<file path="config.mk">
export PLATFORM = sky130hd
export DESIGN_NAME = sccs_top
export DESIGN_NICKNAME = d
export VERILOG_FILES = /design/src/sccs_pkg.sv /design/src/sccs_top.sv
export SDC_FILE = /design/constraint.sdc
export NUM_CORES = 1
export LEC_CHECK = 0
export BUFFER_PORTS_ARGS = -buffer_cell sky130_fd_sc_hd__buf_2
export CAP_MARGIN = 10
export CORE_MARGIN = 2
export CORE_UTILIZATION = 53
export DETAILED_ROUTE_END_ITERATION = 16
export PLACE_DENSITY = 0.79
export SKIP_CTS_REPAIR_TIMING = 1
export SLEW_MARGIN = 20
export SYNTH_ARGS = -nofsm -noshare
export SYNTH_HDL_FRONTEND = slang
export SYNTH_SLANG_ARGS = --single-unit
</file>
<file path="constraint.sdc">
create_clock -name ref_clk -period 6.8 [get_ports ref_clk]
set_input_delay 1.36 -clock ref_clk [delete_from_list [all_inputs] [get_ports ref_clk]]
set_output_delay 1.36 -clock ref_clk [all_outputs]
set_load 0.1 [all_outputs]
</file>
<file path="src/sccs_pkg.sv">
// constants, types and the three-stage input synchroniser of the sync, clamp, coast and clock-select block
// How it works
// - composite sync out follows green sync, uninverted
// - external clamp pin used only when enabled
// - otherwise clamp window counted from trailing edge
// - clamp polarity bit sets external clamp sense
// - coast freezes pixel clock frequency and phase
// - coast polarity bit sets coast input sense
// - coast polarity bit is one after reset
// - polarity one active high, zero active low
// - external clock select picks the external pixel clock
// - phase adjust still applies to external clock
// - hsync polarity picks leading edge, trailing clamps
package sccs_pkg;

  // ****************************************
  // configuration offsets and field positions
  // ****************************************
  localparam logic [7:0] SCCS_ADDR_SYNC        = 8'h0e;  // holds hsync polarity
  localparam logic [7:0] SCCS_ADDR_CLAMP       = 8'h0f;  // clamp and coast control
  localparam logic [7:0] SCCS_ADDR_MODE        = 8'h15;  // clock select
  localparam logic [7:0] SCCS_ADDR_CLAMP_START = 8'h05;  // clamp delay in pixels
  localparam logic [7:0] SCCS_ADDR_CLAMP_WIDTH = 8'h06;  // clamp duration in pixels

  localparam int SCCS_BIT_HSYNC_POL = 6;
  localparam int SCCS_BIT_EXT_CLAMP = 7;
  localparam int SCCS_BIT_CLAMP_POL = 6;
  localparam int SCCS_BIT_COAST_POL = 3;
  localparam int SCCS_BIT_EXT_CLK   = 0;

  // ****************************************
  // reset values
  // ****************************************
  localparam logic       SCCS_RST_HSYNC_POL   = 1'b0;
  localparam logic       SCCS_RST_EXT_CLAMP   = 1'b0;
  localparam logic       SCCS_RST_CLAMP_POL   = 1'b1;
  localparam logic       SCCS_RST_COAST_POL   = 1'b1;
  localparam logic       SCCS_RST_EXT_CLK     = 1'b0;
  localparam logic [7:0] SCCS_RST_CLAMP_START = 8'h08;
  localparam logic [7:0] SCCS_RST_CLAMP_WIDTH = 8'h14;

  // ****************************************
  // types
  // ****************************************
  typedef struct packed {
    logic       hsyncPol;
    logic       extClampEn;
    logic       clampPol;
    logic       coastPol;
    logic       extClkSel;
    logic [7:0] clampStart;
    logic [7:0] clampWidth;
  } sccs_cfg_t;

  localparam sccs_cfg_t SCCS_CFG_RESET = '{
    hsyncPol:   SCCS_RST_HSYNC_POL,
    extClampEn: SCCS_RST_EXT_CLAMP,
    clampPol:   SCCS_RST_CLAMP_POL,
    coastPol:   SCCS_RST_COAST_POL,
    extClkSel:  SCCS_RST_EXT_CLK,
    clampStart: SCCS_RST_CLAMP_START,
    clampWidth: SCCS_RST_CLAMP_WIDTH
  };

  // internal clamp window states, gray along idle, delay, active
  typedef enum logic [1:0] {
    SCCS_CL_IDLE   = 2'b00,
    SCCS_CL_DELAY  = 2'b01,
    SCCS_CL_ACTIVE = 2'b11
  } sccs_clamp_state_t;

endpackage

// three flip-flops; the level moves only once the second and third agree
module sccs_sync3 (
  input  wire logic ref_clk,
  input  wire logic rst_b,
  input  wire logic pinIn,
  output logic      level
);

  logic [2:0] stage;
  logic [2:0] next_stage;
  logic       next_level;

  // shift the pin in and update the filtered level on agreement
  always_comb begin
    next_stage = {stage[1:0], pinIn};
    next_level = (stage[1] == stage[2]) ? stage[2] : level;
  end

  // register the chain; in reset it keeps flushing so the level starts at the pin's idle value
  always_ff @(posedge ref_clk) begin
    if (!rst_b) begin
      stage <= next_stage;
      level <= stage[1];  // no false edge once reset lifts
    end else begin
      stage <= next_stage;
      level <= next_level;
    end
  end

endmodule

</file>
<file path="src/sccs_top.sv">
// sync, clamp, coast and pixel clock selection logic of the video digitizer front end
module sccs_top
  import sccs_pkg::*;
#(
  parameter int PHASE_W = 16,  // pixel clock phase accumulator width
  parameter int DLY_W   = 3    // sampling phase adjust select width
) (
  input  wire logic               ref_clk,
  input  wire logic               rst_b,
  input  wire logic               horizontal_sync_in_ch0,
  input  wire logic               horizontal_sync_in_ch1,
  input  wire logic               green_embedded_sync_in_ch0,
  input  wire logic               green_embedded_sync_in_ch1,
  input  wire logic               clampIn,
  input  wire logic               coastIn,
  input  wire logic               external_pixel_clock_in,
  input  wire logic               chanSel,
  input  wire logic               cfgWrite,
  input  wire logic [7:0]         cfgAddr,
  input  wire logic [7:0]         cfgData,
  input  wire logic [PHASE_W-1:0] pllFreqWord,
  input  wire logic [DLY_W-1:0]   phaseAdj,
  output logic                    composite_sync_out,
  output logic                    clampOut,
  output logic                    coastActive,
  output logic                    pixelClkOut,
  output logic                    sampleTick,
  output sccs_cfg_t               cfgState
);

  localparam int NPIN  = 7;
  localparam int DLY_D = 2 ** DLY_W;

  // ****************************************
  // pin synchronisers
  // ****************************************
  logic [NPIN-1:0] pinRaw;
  logic [NPIN-1:0] pinLvl;

  assign pinRaw = {external_pixel_clock_in, coastIn, clampIn,
                   green_embedded_sync_in_ch1, green_embedded_sync_in_ch0,
                   horizontal_sync_in_ch1, horizontal_sync_in_ch0};

  // one filter per asynchronous pin
  genvar gi;
  generate
    for (gi = 0; gi < NPIN; gi++) begin : gSync
      sccs_sync3 sccs_sync3_i (
        .ref_clk (ref_clk),
        .rst_b   (rst_b),
        .pinIn   (pinRaw[gi]),
        .level   (pinLvl[gi])
      );
    end
  endgenerate

  logic hsSel;
  logic sogSel;
  logic clampLvl;
  logic coastLvl;
  logic extClkLvl;

  // channel mux after filtering, both channels stay in one domain
  assign hsSel     = chanSel ? pinLvl[1] : pinLvl[0];
  assign sogSel    = chanSel ? pinLvl[3] : pinLvl[2];
  assign clampLvl  = pinLvl[4];
  assign coastLvl  = pinLvl[5];
  assign extClkLvl = pinLvl[6];

  // ****************************************
  // configuration bits
  // ****************************************
  sccs_cfg_t cfg;
  sccs_cfg_t next_cfg;

  // decode writes into the control copies
  always_comb begin
    next_cfg = cfg;
    if (cfgWrite) begin
      case (cfgAddr)
        SCCS_ADDR_SYNC: begin
          next_cfg.hsyncPol = cfgData[SCCS_BIT_HSYNC_POL];
        end
        SCCS_ADDR_CLAMP: begin
          next_cfg.extClampEn = cfgData[SCCS_BIT_EXT_CLAMP];
          next_cfg.clampPol   = cfgData[SCCS_BIT_CLAMP_POL];
          next_cfg.coastPol   = cfgData[SCCS_BIT_COAST_POL];
        end
        SCCS_ADDR_MODE: begin
          next_cfg.extClkSel = cfgData[SCCS_BIT_EXT_CLK];  // software keeps it low unless driven
        end
        SCCS_ADDR_CLAMP_START: begin
          next_cfg.clampStart = cfgData;
        end
        SCCS_ADDR_CLAMP_WIDTH: begin
          next_cfg.clampWidth = cfgData;
        end
        default: begin
          next_cfg = cfg;
        end
      endcase
    end
  end

  // reset leaves external clamp off and coast active high
  always_ff @(posedge ref_clk) begin
    if (!rst_b) begin
      cfg <= SCCS_CFG_RESET;
    end else begin
      cfg <= next_cfg;
    end
  end

  assign cfgState = cfg;

  // ****************************************
  // hsync edges and coast
  // ****************************************
  logic hsPrev;
  logic hsRise;
  logic hsFall;
  logic hsLead;
  logic hsTrail;
  logic next_coastActive;

  assign hsRise  = hsSel & ~hsPrev;
  assign hsFall  = ~hsSel & hsPrev;
  assign hsLead  = cfg.hsyncPol ? hsRise : hsFall;
  assign hsTrail = cfg.hsyncPol ? hsFall : hsRise;

  // coast is active when the pin matches the polarity bit
  always_comb begin
    next_coastActive = (coastLvl == cfg.coastPol);
  end

  always_ff @(posedge ref_clk) begin
    if (!rst_b) begin
      hsPrev      <= hsSel;  // track the idle level so release shows no edge
      coastActive <= 1'b0;
    end else begin
      hsPrev      <= hsSel;
      coastActive <= next_coastActive;
    end
  end

  // ****************************************
  // pixel clock generation and selection
  // ****************************************
  logic [PHASE_W-1:0] phaseAcc;
  logic [PHASE_W-1:0] next_phaseAcc;
  logic [DLY_D-1:0]   lvlLine;
  logic [DLY_D-1:0]   next_lvlLine;
  logic               selLvl;
  logic               tap;
  logic               next_pixelClk;
  logic               next_sampleTick;

  // accumulator realigns on the leading edge unless coasting
  always_comb begin
    if (hsLead && !coastActive) begin
      next_phaseAcc = '0;
    end else begin
      next_phaseAcc = phaseAcc + pllFreqWord;  // free run keeps rate and phase
    end
  end

  // choose the clock source, then delay it by the phase adjust
  assign selLvl = cfg.extClkSel ? extClkLvl : phaseAcc[PHASE_W-1];
  assign tap    = lvlLine[phaseAdj];  // changing the tap mid-line may slip a pixel

  always_comb begin
    next_lvlLine    = {lvlLine[DLY_D-2:0], selLvl};
    next_pixelClk   = tap;
    next_sampleTick = tap & ~pixelClkOut;
  end

  always_ff @(posedge ref_clk) begin
    if (!rst_b) begin
      phaseAcc    <= '0;
      lvlLine     <= '0;
      pixelClkOut <= 1'b0;
      sampleTick  <= 1'b0;
    end else begin
      phaseAcc    <= next_phaseAcc;
      lvlLine     <= next_lvlLine;
      pixelClkOut <= next_pixelClk;
      sampleTick  <= next_sampleTick;
    end
  end

  // ****************************************
  // internal clamp window
  // ****************************************
  sccs_clamp_state_t clampState;
  sccs_clamp_state_t next_clampState;
  logic [7:0]        clampCnt;
  logic [7:0]        next_clampCnt;

  // a trailing edge always restarts the delay count
  always_comb begin
    next_clampState = clampState;
    next_clampCnt   = clampCnt;
    if (hsTrail) begin
      next_clampState = SCCS_CL_DELAY;
      next_clampCnt   = 8'h00;
    end else begin
      case (clampState)
        SCCS_CL_IDLE: begin
          next_clampCnt = 8'h00;
        end
        SCCS_CL_DELAY: begin
          if (clampCnt >= cfg.clampStart) begin
            next_clampState = (cfg.clampWidth == 8'h00) ? SCCS_CL_IDLE : SCCS_CL_ACTIVE;
            next_clampCnt   = 8'h00;
          end else if (sampleTick) begin
            next_clampCnt = 8'(clampCnt + 8'h01);
          end
        end
        SCCS_CL_ACTIVE: begin
          if (sampleTick) begin
            if (8'(clampCnt + 8'h01) >= cfg.clampWidth) begin
              next_clampState = SCCS_CL_IDLE;
              next_clampCnt   = 8'h00;
            end else begin
              next_clampCnt = 8'(clampCnt + 8'h01);
            end
          end
        end
        default: begin
          next_clampState = SCCS_CL_IDLE;
          next_clampCnt   = 8'h00;
        end
      endcase
    end
  end

  always_ff @(posedge ref_clk) begin
    if (!rst_b) begin
      clampState <= SCCS_CL_IDLE;
      clampCnt   <= 8'h00;
    end else begin
      clampState <= next_clampState;
      clampCnt   <= next_clampCnt;
    end
  end

  // ****************************************
  // clamp and composite sync outputs
  // ****************************************
  logic next_clampOut;
  logic next_csync;

  // external pin only when enabled, else the counted window
  always_comb begin
    if (cfg.extClampEn) begin
      next_clampOut = (clampLvl == cfg.clampPol);
    end else begin
      next_clampOut = (clampState == SCCS_CL_ACTIVE);
    end
    next_csync = sogSel;
  end

  always_ff @(posedge ref_clk) begin
    if (!rst_b) begin
      clampOut           <= 1'b0;
      composite_sync_out <= 1'b0;
    end else begin
      clampOut           <= next_clampOut;
      composite_sync_out <= next_csync;
    end
  end
endmodule

</file>
==> metrics.sh, run 1 <==
ANTENNA_FOUND_INITIAL=0
FINALSETUPVIOLCOUNT=0
FLOORPLAN.CORE_AREA_SQ_UM=7730
SYNTHESIS.AREA_PER_INSTANCE_SQ_UM=9.92
WORST_HOLD_SLACK_NS=0.334
POST-ROUTE-MIN-PERIOD_NS=3.25
ROUTED-VIA-COUNT=3279
DP.FINAL_HPWL_MICRONS=6540
REMAINING_DRC_ERRORS=0
WORST-ENDPOINT-ARRIVAL_NS=3.56
GRT_START_MAX_NET_PINS=30
SETUP.WORST_PATH.CLASS='reg2reg'
PLACEMENT.IO_BUFFERS=71
N_ANTENNA_CELL=0
SYN2LAYOUT_AREA_GROWTH_PCT=16.1
FIRST_GLOBAL_VIAS=3197
FP.DIEAREA_SQ_UM=8670
NETLIST_AREA_SQ_UM=4210
YS_SEQ_AREA_FRAC=0.440
SEQ_AREA_SQ_UM=1850
CTS_MAX_LEVEL=3
CLK_PATH_BUF_DEPTH=2
FLOORPLAN.INITIALDENSITY=0.544
CELLLEAKAGEPOWER_nW=2.31
SYN_NETS=503
DETAILEDROUTE.FIRSTPASSITERATIONCOUNT=4
CLOCK_SKEW_NS=0.0117
FINAL.SETUP.WORST_SLACK_NS=3.55
CP.REQUIRED_NS=7.11
FP.DIEW_MICRONS=93.1
GRT_FIRST_PASS_WIRELENGTH_MICRONS=14300
SLEW_VIOL_FINAL=0
SYNTH_CELL_TYPE_COUNT=60
MAX-CAP-VIOLATIONS=0
WORST_SKEW_PAIR.LATE_LATENCY_NS=0.37
FILLCELLCOUNT=610
GRT_TOTAL_OVFL=0
CRIT_PATH_MAX_FANOUT=8
NUMBER_OF_ENABLE_FLIP_FLOP_CELLS_AFTER_SYNTHESIS=7
TIMING.HOLD.WORST.CLASS='reg2reg'
TRITONCTS_NUM_SINKS=89
DIE_HEIGHT_MICRONS=93.1
HOLD_VIOL=0
CP-START-KIND='flop'
SYNTH_FLOP_CELL='dfxtp_1'
RELSLEWSLACK=0.436
CELL_COUNT_AFTER_SYNTHESIS=424
TOP_ACHIEVABLE_CLOCK_SPEED_MHz=308
SETUP_TNS_NS=0
RUN_STATUS='finished, final reports clean'
SHARE_OF_LAYOUT_CELLS_ABOVE_DRIVE_STRENGTH_1=0.226
DR.FIRST_ITER.DRC_COUNT=96
PLACEDINSTANCEAREA_SQ_UM=4670
GRTUSAGETOTAL=0.211
POST-PLACE-WS_NS=3.47
VIAS_PER_CELL=5.40
POSTSYNTH.ASYNCRESETSHARE=0
DRT_WL_TOTAL_MICRONS=8630
CP-END-KIND='flop'
CLKSLEWWORSTSETUPHOLDPATHS_NS=0.10
TRITONCTS_CLOCK_TREE='done'
YS.WARNINGS.COUNT=0
FLOORPLAN.IO_PINS=72
DETAIL-ROUTE-ANTENNA-NETS=0
WORST_PIN_SLEW_NS=0.840
STD_CELL_ROWS=32
NUMBER_OF_BUFFERS_INSERTED_DURING_CLOCK_TREE_SYNTHESIS=9
STDCELL_AREA_SQ_UM=4880
VDD_IR_DROP_MAX_mV=0.193
CTS.ROOT.BUFFER_CELL='clkbuf_8'
FINAL.PERIOD_UTILIZATION=0.477
POWER-PER-CELL-AREA_nW_PER_UM2=259
NETS=579
FINALCOREUTILIZATION=0.632
MULTI_INPUT_COMB_AREA_SQ_UM=2230
GP_CONGESTION=0.882
SYNTH_SEQ_CELLS=89
UNREPAIRED_SETUP_ENDPOINTS_AFTER_GLOBAL_ROUTING='false'
WL_PER_CELL_MICRONS=14.2
==> cell usage after synthesis (3+ instances only) <==
| master | number | area, sq um |
|---|---|---|
| and3_1 | 3 | 18.8 |
| a22o_1 | 6 | 52.6 |
| o22ai_1 | 4 | 25.0 |
| nor4_1 | 3 | 18.8 |
| nor3_1 | 10 | 50.1 |
| nor2_1 | 47 | 176 |
| xor2_1 | 13 | 114 |
| o21ai_0 | 10 | 50.1 |
| and2_1 | 8 | 50.1 |
| o21a_1 | 6 | 45.0 |
| nand2_1 | 35 | 131 |
| nand3_1 | 5 | 25.0 |
| a21o_1 | 8 | 60.1 |
| edfxtp_1 | 7 | 210 |
| ha_1 | 32 | 400 |
| dfxtp_1 | 82 | 1640 |
| or2_2 | 4 | 25.0 |
| nor2b_1 | 5 | 31.3 |
| nand2b_1 | 5 | 31.3 |
| a21oi_1 | 13 | 65.1 |
| mux2_2 | 8 | 90.1 |
| mux2i_1 | 27 | 270 |
| inv_1 | 26 | 97.6 |
| a211oi_1 | 4 | 30.0 |
| clkbuf_1 | 6 | 22.5 |
| xnor2_1 | 8 | 70.1 |
==> cell families after synthesis <==
logic type / count (synthesis) / share of synthesized area
compound gates: 70 / 0.118
xor+xnor: 21 / 0.0437
fa+ha+maj: 33 / 0.0999
buf+inv: 33 / 0.0297
flops: 89 / 0.440
mux: 37 / 0.0964
simple gates: 141 / 0.172
==> worst max-delay path: stages (launching register included) <==
cell       delay (ns)
dfxtp_1          0.48
nand3_1          0.21
inv_1            0.09
nand3_1          0.18
nor2_1           0.17
xor2_1           0.25
ha_1             0.32
and4_1           0.22
a2111oi_2        0.34
o31a_2           0.25
nor2_2           0.08
nor3b_4          0.39
a22o_1           0.22
==> flip-flops by register name (all words and copies together), names as in the netlist, 2 cells and up <==
signal,count
gSync.sccs_sync3_i.stage,21
lvlLine,8
cfgState,21
clampState,2
clampCnt,8
gSync.sccs_sync3_i.level,7
phaseAcc,16
==> power breakdown <==
part	switching, mW	internal [mW]
Clock	0.211	0.181
Sequential	0.0189	0.573
Combinational	0.158	0.125
==> layer usage <==
| layer | part of all wire | GRT usage | up-vias | wire length [microns] |
|---|---|---|---|---|
| met3 | 0.057 | 0.0556 | 17 | 490 |
| met4 | 0.022 | 0.0821 | 0 | 189 |
| met2 | 0.48 | 0.358 | 78 | 4120 |
| met1 | 0.44 | 0.255 | 1540 | 3830 |
| met5 | 0 | 0 | - | 0 |
| li1 | - | - | 1644 | - |
==> final timing paths <==
| path | from | end | slack [ns] | depth (start not counted) |
|---|---|---|---|---|
| setup / recovery | clampCnt[2] | clampCnt[7] | 3.55 | 12 |
| hold / removal | gSync[6].sccs_sync3_i.stage[0] | gSync[6].sccs_sync3_i.stage[1] | 0.33 | 0 |
| setup reg to reg | clampCnt[2] | clampCnt[7] | 3.55 | 12 |
| hold reg to reg | gSync[6].sccs_sync3_i.stage[0] | gSync[6].sccs_sync3_i.stage[1] | 0.33 | 0 |
==> cell usage in the layout (no fill, tap or decap), types with 2 or more instances in the layout <==
cell / n
nand2_1: 35
dfxtp_1: 82
o21a_1: 6
buf_2: 71
nor3b_1: 2
inv_6: 2
o211ai_1: 2
nor4_1: 3
mux4_2: 2
mux2i_1: 27
a21o_1: 8
or2_2: 4
inv_1: 26
inv_8: 3
xor2_1: 13
a21oi_1: 13
o22ai_1: 4
a22o_1: 6
nand4_1: 2
clkbuf_8: 9
nor2b_1: 5
xnor2_1: 8
nand2b_1: 5
and3_1: 3
o21ai_0: 10
nand3_1: 5
o21bai_1: 2
nor3_1: 10
edfxtp_1: 7
and2_1: 8
nor2_1: 47
mux2_2: 8
ha_1: 32
a211oi_1: 4
==> final cells by class <==
class / instances / area share
multi-input cells: 302 / 0.457
clock buffers: 9 / 0.0254
inverters: 26 / 0.0200
repair buffers: 72 / 0.0743
flip-flops and latches: 89 / 0.379
well taps: 102 / 0.0261
clock inverters: 7 / 0.0184
==> stage by stage <==
| step | total power [mW] | std cells |
|---|---|---|
| 5_1_grt | 1.34 | 607 |
| 4_1_cts | 1.28 | 607 |
| 6_report | 1.27 | 607 |
| 2_1_floorplan | 0.820 | 424 |
| 3_3_place_gp | 0.874 | 591 |
| 3_5_place_dp | 0.884 | 591 |
Note: power is estimated with default switching activity, not from simulation.
==> run 2, diff against run 1 <==
clock period = 3.04 ns   (was 6.8 ns; I/O delays follow)
==> run 2 against run 1 <==
  * Die area is the same
  * Worst setup slack worse by 3.5 ns
  * Sequential power is 120% higher
  * Sequential share of layout area shrank 0.18 points
  * Cell count rose by 0.82%
  * Critical endpoint unchanged
==> metrics.sh, run 2 (synthesis gave the netlist of run 1 again) <==
STD_CELL_ROWS=32
DIE_HEIGHT_MICRONS=93.1
TIMING.HOLD.WORST.CLASS='reg2reg'
FP.DIEW_MICRONS=93.1
RUN_STATUS='finished, final reports clean'
WL_PER_CELL_MICRONS=14.3
CTS_MAX_LEVEL=3
CRIT_PATH_MAX_FANOUT=8
TOP_ACHIEVABLE_CLOCK_SPEED_MHz=339
NUMBER_OF_BUFFERS_INSERTED_DURING_CLOCK_TREE_SYNTHESIS=9
SEQ_POWER_SHARE=0.482
POWER_FRAC_COMB=0.234
CP-START-KIND='flop'
MOST-COMMON-LAYOUT-CELLS='79 x dfxtp_1, 71 x buf_2, 46 x nor2_1'
NETS=584
CLOCK_SKEW_NS=0.0173
TIMING.CRITICAL_PATH.SLOWEST_STAGE_CELL='dfxtp_4'
FP.DIEAREA_SQ_UM=8670
UNREPAIRED_SETUP_ENDPOINTS_AFTER_GLOBAL_ROUTING='false'
ANTENNA_FOUND_INITIAL=1
WORST_SKEW_PAIR.LATE_LATENCY_NS=0.36
SETUP_TNS_NS=0
VIAS_PER_CELL=5.49
CP.REQUIRED_NS=3.34
DETAIL-ROUTE-ANTENNA-NETS=0
FLOORPLAN.CORE_AREA_SQ_UM=7730
REMAINING_DRC_ERRORS=0
FINALCOREUTILIZATION=0.637
FINAL.PERIOD_UTILIZATION=0.970
SLEW_VIOL_FINAL=0
DRT_WL_TOTAL_MICRONS=8740
TRITONCTS_NUM_SINKS=89
POST-ROUTE-MIN-PERIOD_NS=2.95
TOTAL_SWITCHING_POWER_uW=860
GRT_FIRST_PASS_WIRELENGTH_MICRONS=14300
ROUTED-VIA-COUNT=3362
DR.FIRST_ITER.DRC_COUNT=155
CLKSLEWWORSTSETUPHOLDPATHS_NS=0.11
RELSLEWSLACK=0.445
CELLLEAKAGEPOWER_nW=2.32
N_ANTENNA_CELL=0
FIRST_GLOBAL_VIAS=3140
CLOCK_POWER_SHARE=0.284
DPL.CELL_COUNT=594
FLOORPLAN.INITIALDENSITY=0.544
PLACEMENT.IO_BUFFERS=71
MAX-CAP-VIOLATIONS=0
GRT_START_MAX_NET_PINS=24
VDD_IR_DROP_MAX_mV=0.347
CLK_PATH_BUF_DEPTH=2
SYN2LAYOUT_AREA_GROWTH_PCT=17.0
MOST_FREQUENT_STANDARD_CELL_IN_THE_LAYOUT_EXCLUDING_FILL_AND_TAP_CELLS='dfxtp_1'
GRTUSAGETOTAL=0.210
CTS.ROOT.BUFFER_CELL='clkbuf_8'
CRIT_PATH_MAX_INCR_DELAY_NS=0.40
DP.FINAL_HPWL_MICRONS=6610
INTERNAL_POWER_CONSUMPTION_mW=1.89
CP-END-KIND='flop'
CP_CELL_SEQUENCE='nand3_2, inv_1, nand3_2, nor2_2, xor2_1, ha_1, and4_1, a2111oi_2, o31a_2, nor2_2, nor3b_4, buf_4, a22o_1'
FINAL-INSTANCE-COUNT-EXCL-FILL=612
HOLD_VIOL=0
FINALSETUPVIOLCOUNT=0
GP_CONGESTION=0.913
POWER-PER-CELL-AREA_nW_PER_UM2=557
CRITICAL_PATH.TOP_DELAY_FAMILY='simple AND/OR/NAND/NOR gates'
GRT_TOTAL_OVFL=0
TRITONCTS_CLOCK_TREE='done'
FLOORPLAN.IO_PINS=72
SETUP.WORST_PATH.CLASS='reg2reg'
WORST-ENDPOINT-ARRIVAL_NS=3.25
DETAILEDROUTE.FIRSTPASSITERATIONCOUNT=6
SHARE_OF_LAYOUT_CELLS_ABOVE_DRIVE_STRENGTH_1=0.247
CRITICAL_PATH.N_BUFFERS_INVERTERS=2
WORST_PIN_SLEW_NS=0.826
POWER_SWITCHING_SHARE=0.313
run 2: cell count changes in the layout (fill, tap and decap cells not counted), sizes merged:
| cell | delta |
|---|---|
| bufinv | -1 |
| clkinvlp | +2 |
| buf | +5 |
| inv | -1 |
run 2: worst reg2reg max path: stages (launching register included):
cell and delay [ns]:
dfxtp_4 0.40, nand3_2 0.14, inv_1 0.10, nand3_2 0.14
nor2_2 0.18, xor2_1 0.25, ha_1 0.32, and4_1 0.22
a2111oi_2 0.30, o31a_2 0.23, nor2_2 0.08, nor3b_4 0.19
buf_4 0.18, a22o_1 0.15
run 2: path summary, 6_finish.rpt:
check	startpoint	endpoint	slack, ns	depth (start not counted)
setup / recovery	clampCnt[2]	clampCnt[7]	0.09	13
hold / removal	gSync[0].sccs_sync3_i.stage[0]	gSync[0].sccs_sync3_i.stage[1]	0.33	0
setup reg to reg	clampCnt[2]	clampCnt[7]	0.09	13
hold reg to reg	gSync[0].sccs_sync3_i.stage[0]	gSync[0].sccs_sync3_i.stage[1]	0.33	0
run 2: final cells by class:
type	instances	area (sq um)
fillers	620	2800
multi-input cells	302	2240
flip-flops and latches	89	1860
repair buffers	77	400
well taps	102	128
clock buffers	9	124
inverters	26	97.6
clock inverters	7	71.3
run 2: power by group through the flow:
stage          Combinational [mW]  Sequential (mW)  Clock [mW]
2_1_floorplan               0.470             1.36           0
3_3_place_gp                0.608             1.35           0
3_5_place_dp                0.633             1.35           0
4_1_cts                     0.635             1.32       0.800
5_1_grt                     0.712             1.33       0.848
6_report                    0.642             1.32       0.780
run 2: stage by stage:
step | hold slack, ns | cell area, sq um | setup WS, ns | power (mW)
2_1_floorplan | 0.310 | 4210 | 0.311 | 1.83
3_3_place_gp | 0.310 | 4690 | 0.193 | 1.95
3_5_place_dp | 0.312 | 4690 | -0.0547 | 1.98
4_1_cts | 0.325 | 4890 | -0.114 | 2.76
5_1_grt | 0.319 | 4920 | 0.00966 | 2.89
6_report | 0.334 | 4920 | 0.0913 | 2.74
run 2: metal layers:
layer,global-route usage,wire length (microns)
met5,0,13
met1,0.265,3920
met2,0.344,4040
met4,0.0956,276
met3,0.0459,486
==> run 3, diff against run 2 <==
--- a/config.mk
+++ b/config.mk
@@ -10,4 +10,5 @@
 export CORE_MARGIN = 2
 export CORE_UTILIZATION = 53
+export CTS_CLUSTER_SIZE = 16
 export DETAILED_ROUTE_END_ITERATION = 16
 export PLACE_DENSITY = 0.79
==> constraint.sdc (replaced) <==
create_clock -name ref_clk -period 3.04 [get_ports ref_clk]
set_input_delay 0.456 -clock ref_clk [delete_from_list [all_inputs] [get_ports ref_clk]]
set_output_delay 0.456 -clock ref_clk [all_outputs]
set_load 0.1 [all_outputs]
==> run 3 against run 2 <==
  * First-iteration DRC count down 17%
  * Maximum frequency down 2.6%
  * Register-to-register slack worse by 0.08 ns
  * Critical endpoint is now clampCnt[6]
  * Largest power group unchanged
==> metrics.sh, run 3 (synthesis gave the netlist of run 1 again) <==
CP.REQUIRED_NS=3.34
GRT_TOTAL_OVFL=0
DIE_HEIGHT_MICRONS=93.1
VDD_IR_DROP_MAX_mV=0.321
GP_CONGESTION=0.880
GROUTE.LAYER.MET2.USAGE=0.368
DETAILEDROUTE.FIRSTPASSITERATIONCOUNT=4
POWER_FRAC_COMB=0.234
FP.DIEW_MICRONS=93.1
NETS=582
WL_PER_CELL_MICRONS=14.9
GRT.MET1_USAGE=0.284
FP.DIEAREA_SQ_UM=8670
VIAS_PER_CELL=5.34
POST-ROUTE-MIN-PERIOD_NS=3.03
SEQ_POWER_SHARE=0.484
ROUTED-VIA-COUNT=3256
TOTAL_SWITCHING_POWER_uW=867
STDCELL_AREA_SQ_UM=4910
DRT_WL_TOTAL_MICRONS=9080
MET3_USAGE=0.0451
CP-END-KIND='flop'
POWER-PER-CELL-AREA_nW_PER_UM2=559
SETUP_TNS_NS=0
CP-START-KIND='flop'
TIMING.HOLD.WORST.CLASS='in2reg'
PLACEMENT.IO_BUFFERS=71
WORST_SKEW_PAIR.LATE_LATENCY_NS=0.37
PLACEDINSTANCEAREA_SQ_UM=4680
WORST-ENDPOINT-ARRIVAL_NS=3.33
DETAIL-ROUTE-ANTENNA-NETS=0
DR.FIRST_ITER.DRC_COUNT=128
MAX-CAP-VIOLATIONS=0
ANTENNA_FOUND_INITIAL=0
TOTAL_POWER_CONSUMPTION_mW=2.74
HOLD_VIOL=0
FLOORPLAN.IO_PINS=72
REMAINING_DRC_ERRORS=0
CLKSLEWWORSTSETUPHOLDPATHS_NS=0.11
FILLCELLCOUNT=647
POWER_SWITCHING_SHARE=0.316
RUN_STATUS='finished, final reports clean'
WORST_HOLD_SLACK_NS=0.189
TRITONCTS_CLOCK_TREE='done'
GRTUSAGETOTAL=0.220
TOP_ACHIEVABLE_CLOCK_SPEED_MHz=330
GRT_MOST_USED_LAYER='met2'
STD_CELL_ROWS=32
FIRST_GLOBAL_VIAS=3040
CLK_PATH_BUF_DEPTH=2
DP.FINAL_HPWL_MICRONS=6830
GRT_FIRST_PASS_WIRELENGTH_MICRONS=14800
FLOORPLAN.CORE_AREA_SQ_UM=7730
SLEW_VIOL_FINAL=0
MOST_FREQUENT_STANDARD_CELL_IN_THE_LAYOUT_EXCLUDING_FILL_AND_TAP_CELLS='dfxtp_1'
SYN2LAYOUT_AREA_GROWTH_PCT=16.7
GRT_START_MAX_NET_PINS=30
N_ANTENNA_CELL=0
CLOCK_SKEW_NS=0.0156
CTS_MAX_LEVEL=3
FINALSETUPVIOLCOUNT=0
TRITONCTS_NUM_SINKS=89
SETUP.WORST_PATH.CLASS='reg2reg'
CTS.ROOT.BUFFER_CELL='clkbuf_8'
INTERNAL_POWER_CONSUMPTION_mW=1.88
WORST_PIN_SLEW_NS=0.880
RELSLEWSLACK=0.409
NUMBER_OF_BUFFERS_INSERTED_DURING_CLOCK_TREE_SYNTHESIS=9
CLOCK_POWER_SHARE=0.283
FLOORPLAN.INITIALDENSITY=0.544
FINAL.PERIOD_UTILIZATION=0.996
CELLLEAKAGEPOWER_nW=2.31
SHARE_OF_LAYOUT_CELLS_ABOVE_DRIVE_STRENGTH_1=0.244
CRIT_PATH_MAX_FANOUT=8
MOST-COMMON-LAYOUT-CELLS='79 x dfxtp_1, 71 x buf_2, 46 x nor2_1'
## run 3: cell types whose count changed in the layout (fill, tap and decap cells not counted)
cell / change
clkinv_2: +1
dfxtp_2: -1
dfxtp_4: +1
ha_2: -1
clkinvlp_4: -2
ha_4: +1
buf_4: -2
inv_4: +2
clkinv_8: -1
## run 3: power by group through the flow
stage	clock [mW]	combinational (mW)	sequential (mW)
finish	0.776	0.641	1.33
floorplan	0	0.470	1.36
CTS	0.788	0.636	1.33
global placement	0	0.608	1.35
detailed placement	0	0.634	1.35
global route	0.841	0.714	1.34
## run 3: worst paths after layout
| check | from | endpoint | slack, ns | depth (start not counted) |
|---|---|---|---|---|
| max | clampCnt[0] | clampCnt[6] | 0.01 | 11 |
| min reg2reg | gSync[2].sccs_sync3_i.stage[0] | gSync[2].sccs_sync3_i.stage[1] | 0.33 | 0 |
| min | green_embedded_sync_in_ch1 | gSync[3].sccs_sync3_i.stage[0] | 0.19 | 1 |
| max reg2reg | clampCnt[0] | clampCnt[6] | 0.01 | 11 |
## run 3: through the flow
| stage | std cells | setup WS, ns | util |
|---|---|---|---|
| 2_1_floorplan | 424 | 0.311 | - |
| 3_3_place_gp | 593 | 0.178 | 0.606 |
| 3_5_place_dp | 593 | 0.0167 | 0.606 |
| 4_1_cts | 609 | -0.0510 | 0.630 |
| 5_1_grt | 610 | -0.132 | 0.635 |
| 6_report | 610 | 0.0122 | 0.635 |
## run 3: layout make-up
type	count	area, sq um	area share
tap	102	128	0.0260
clock buffer	9	124	0.0252
timing repair buffer	75	385	0.0785
multi-input combinational	302	2250	0.459
sequential	89	1860	0.379
clock inverter	7	57.6	0.0117
inverter	26	97.6	0.0199
## run 3: layer usage
| layer | up-vias | part of all wire |
|---|---|---|
| li1 | 1642 | - |
| met1 | 1519 | 0.46 |
| met2 | 80 | 0.48 |
| met3 | 15 | 0.045 |
| met4 | 0 | 0.020 |
| met5 | - | 0 |
## run 3: worst max-delay path: stages (launching register included)
cell and delay [ns]:
dfxtp_4 0.40, ha_4 0.17, nand3_2 0.14, nor2_2 0.16, xor2_1 0.30, ha_1 0.32, a21o_1 0.20, a2111oi_2 0.34
o31a_2 0.22, nor2_2 0.08, nor3b_4 0.39, a22o_1 0.23
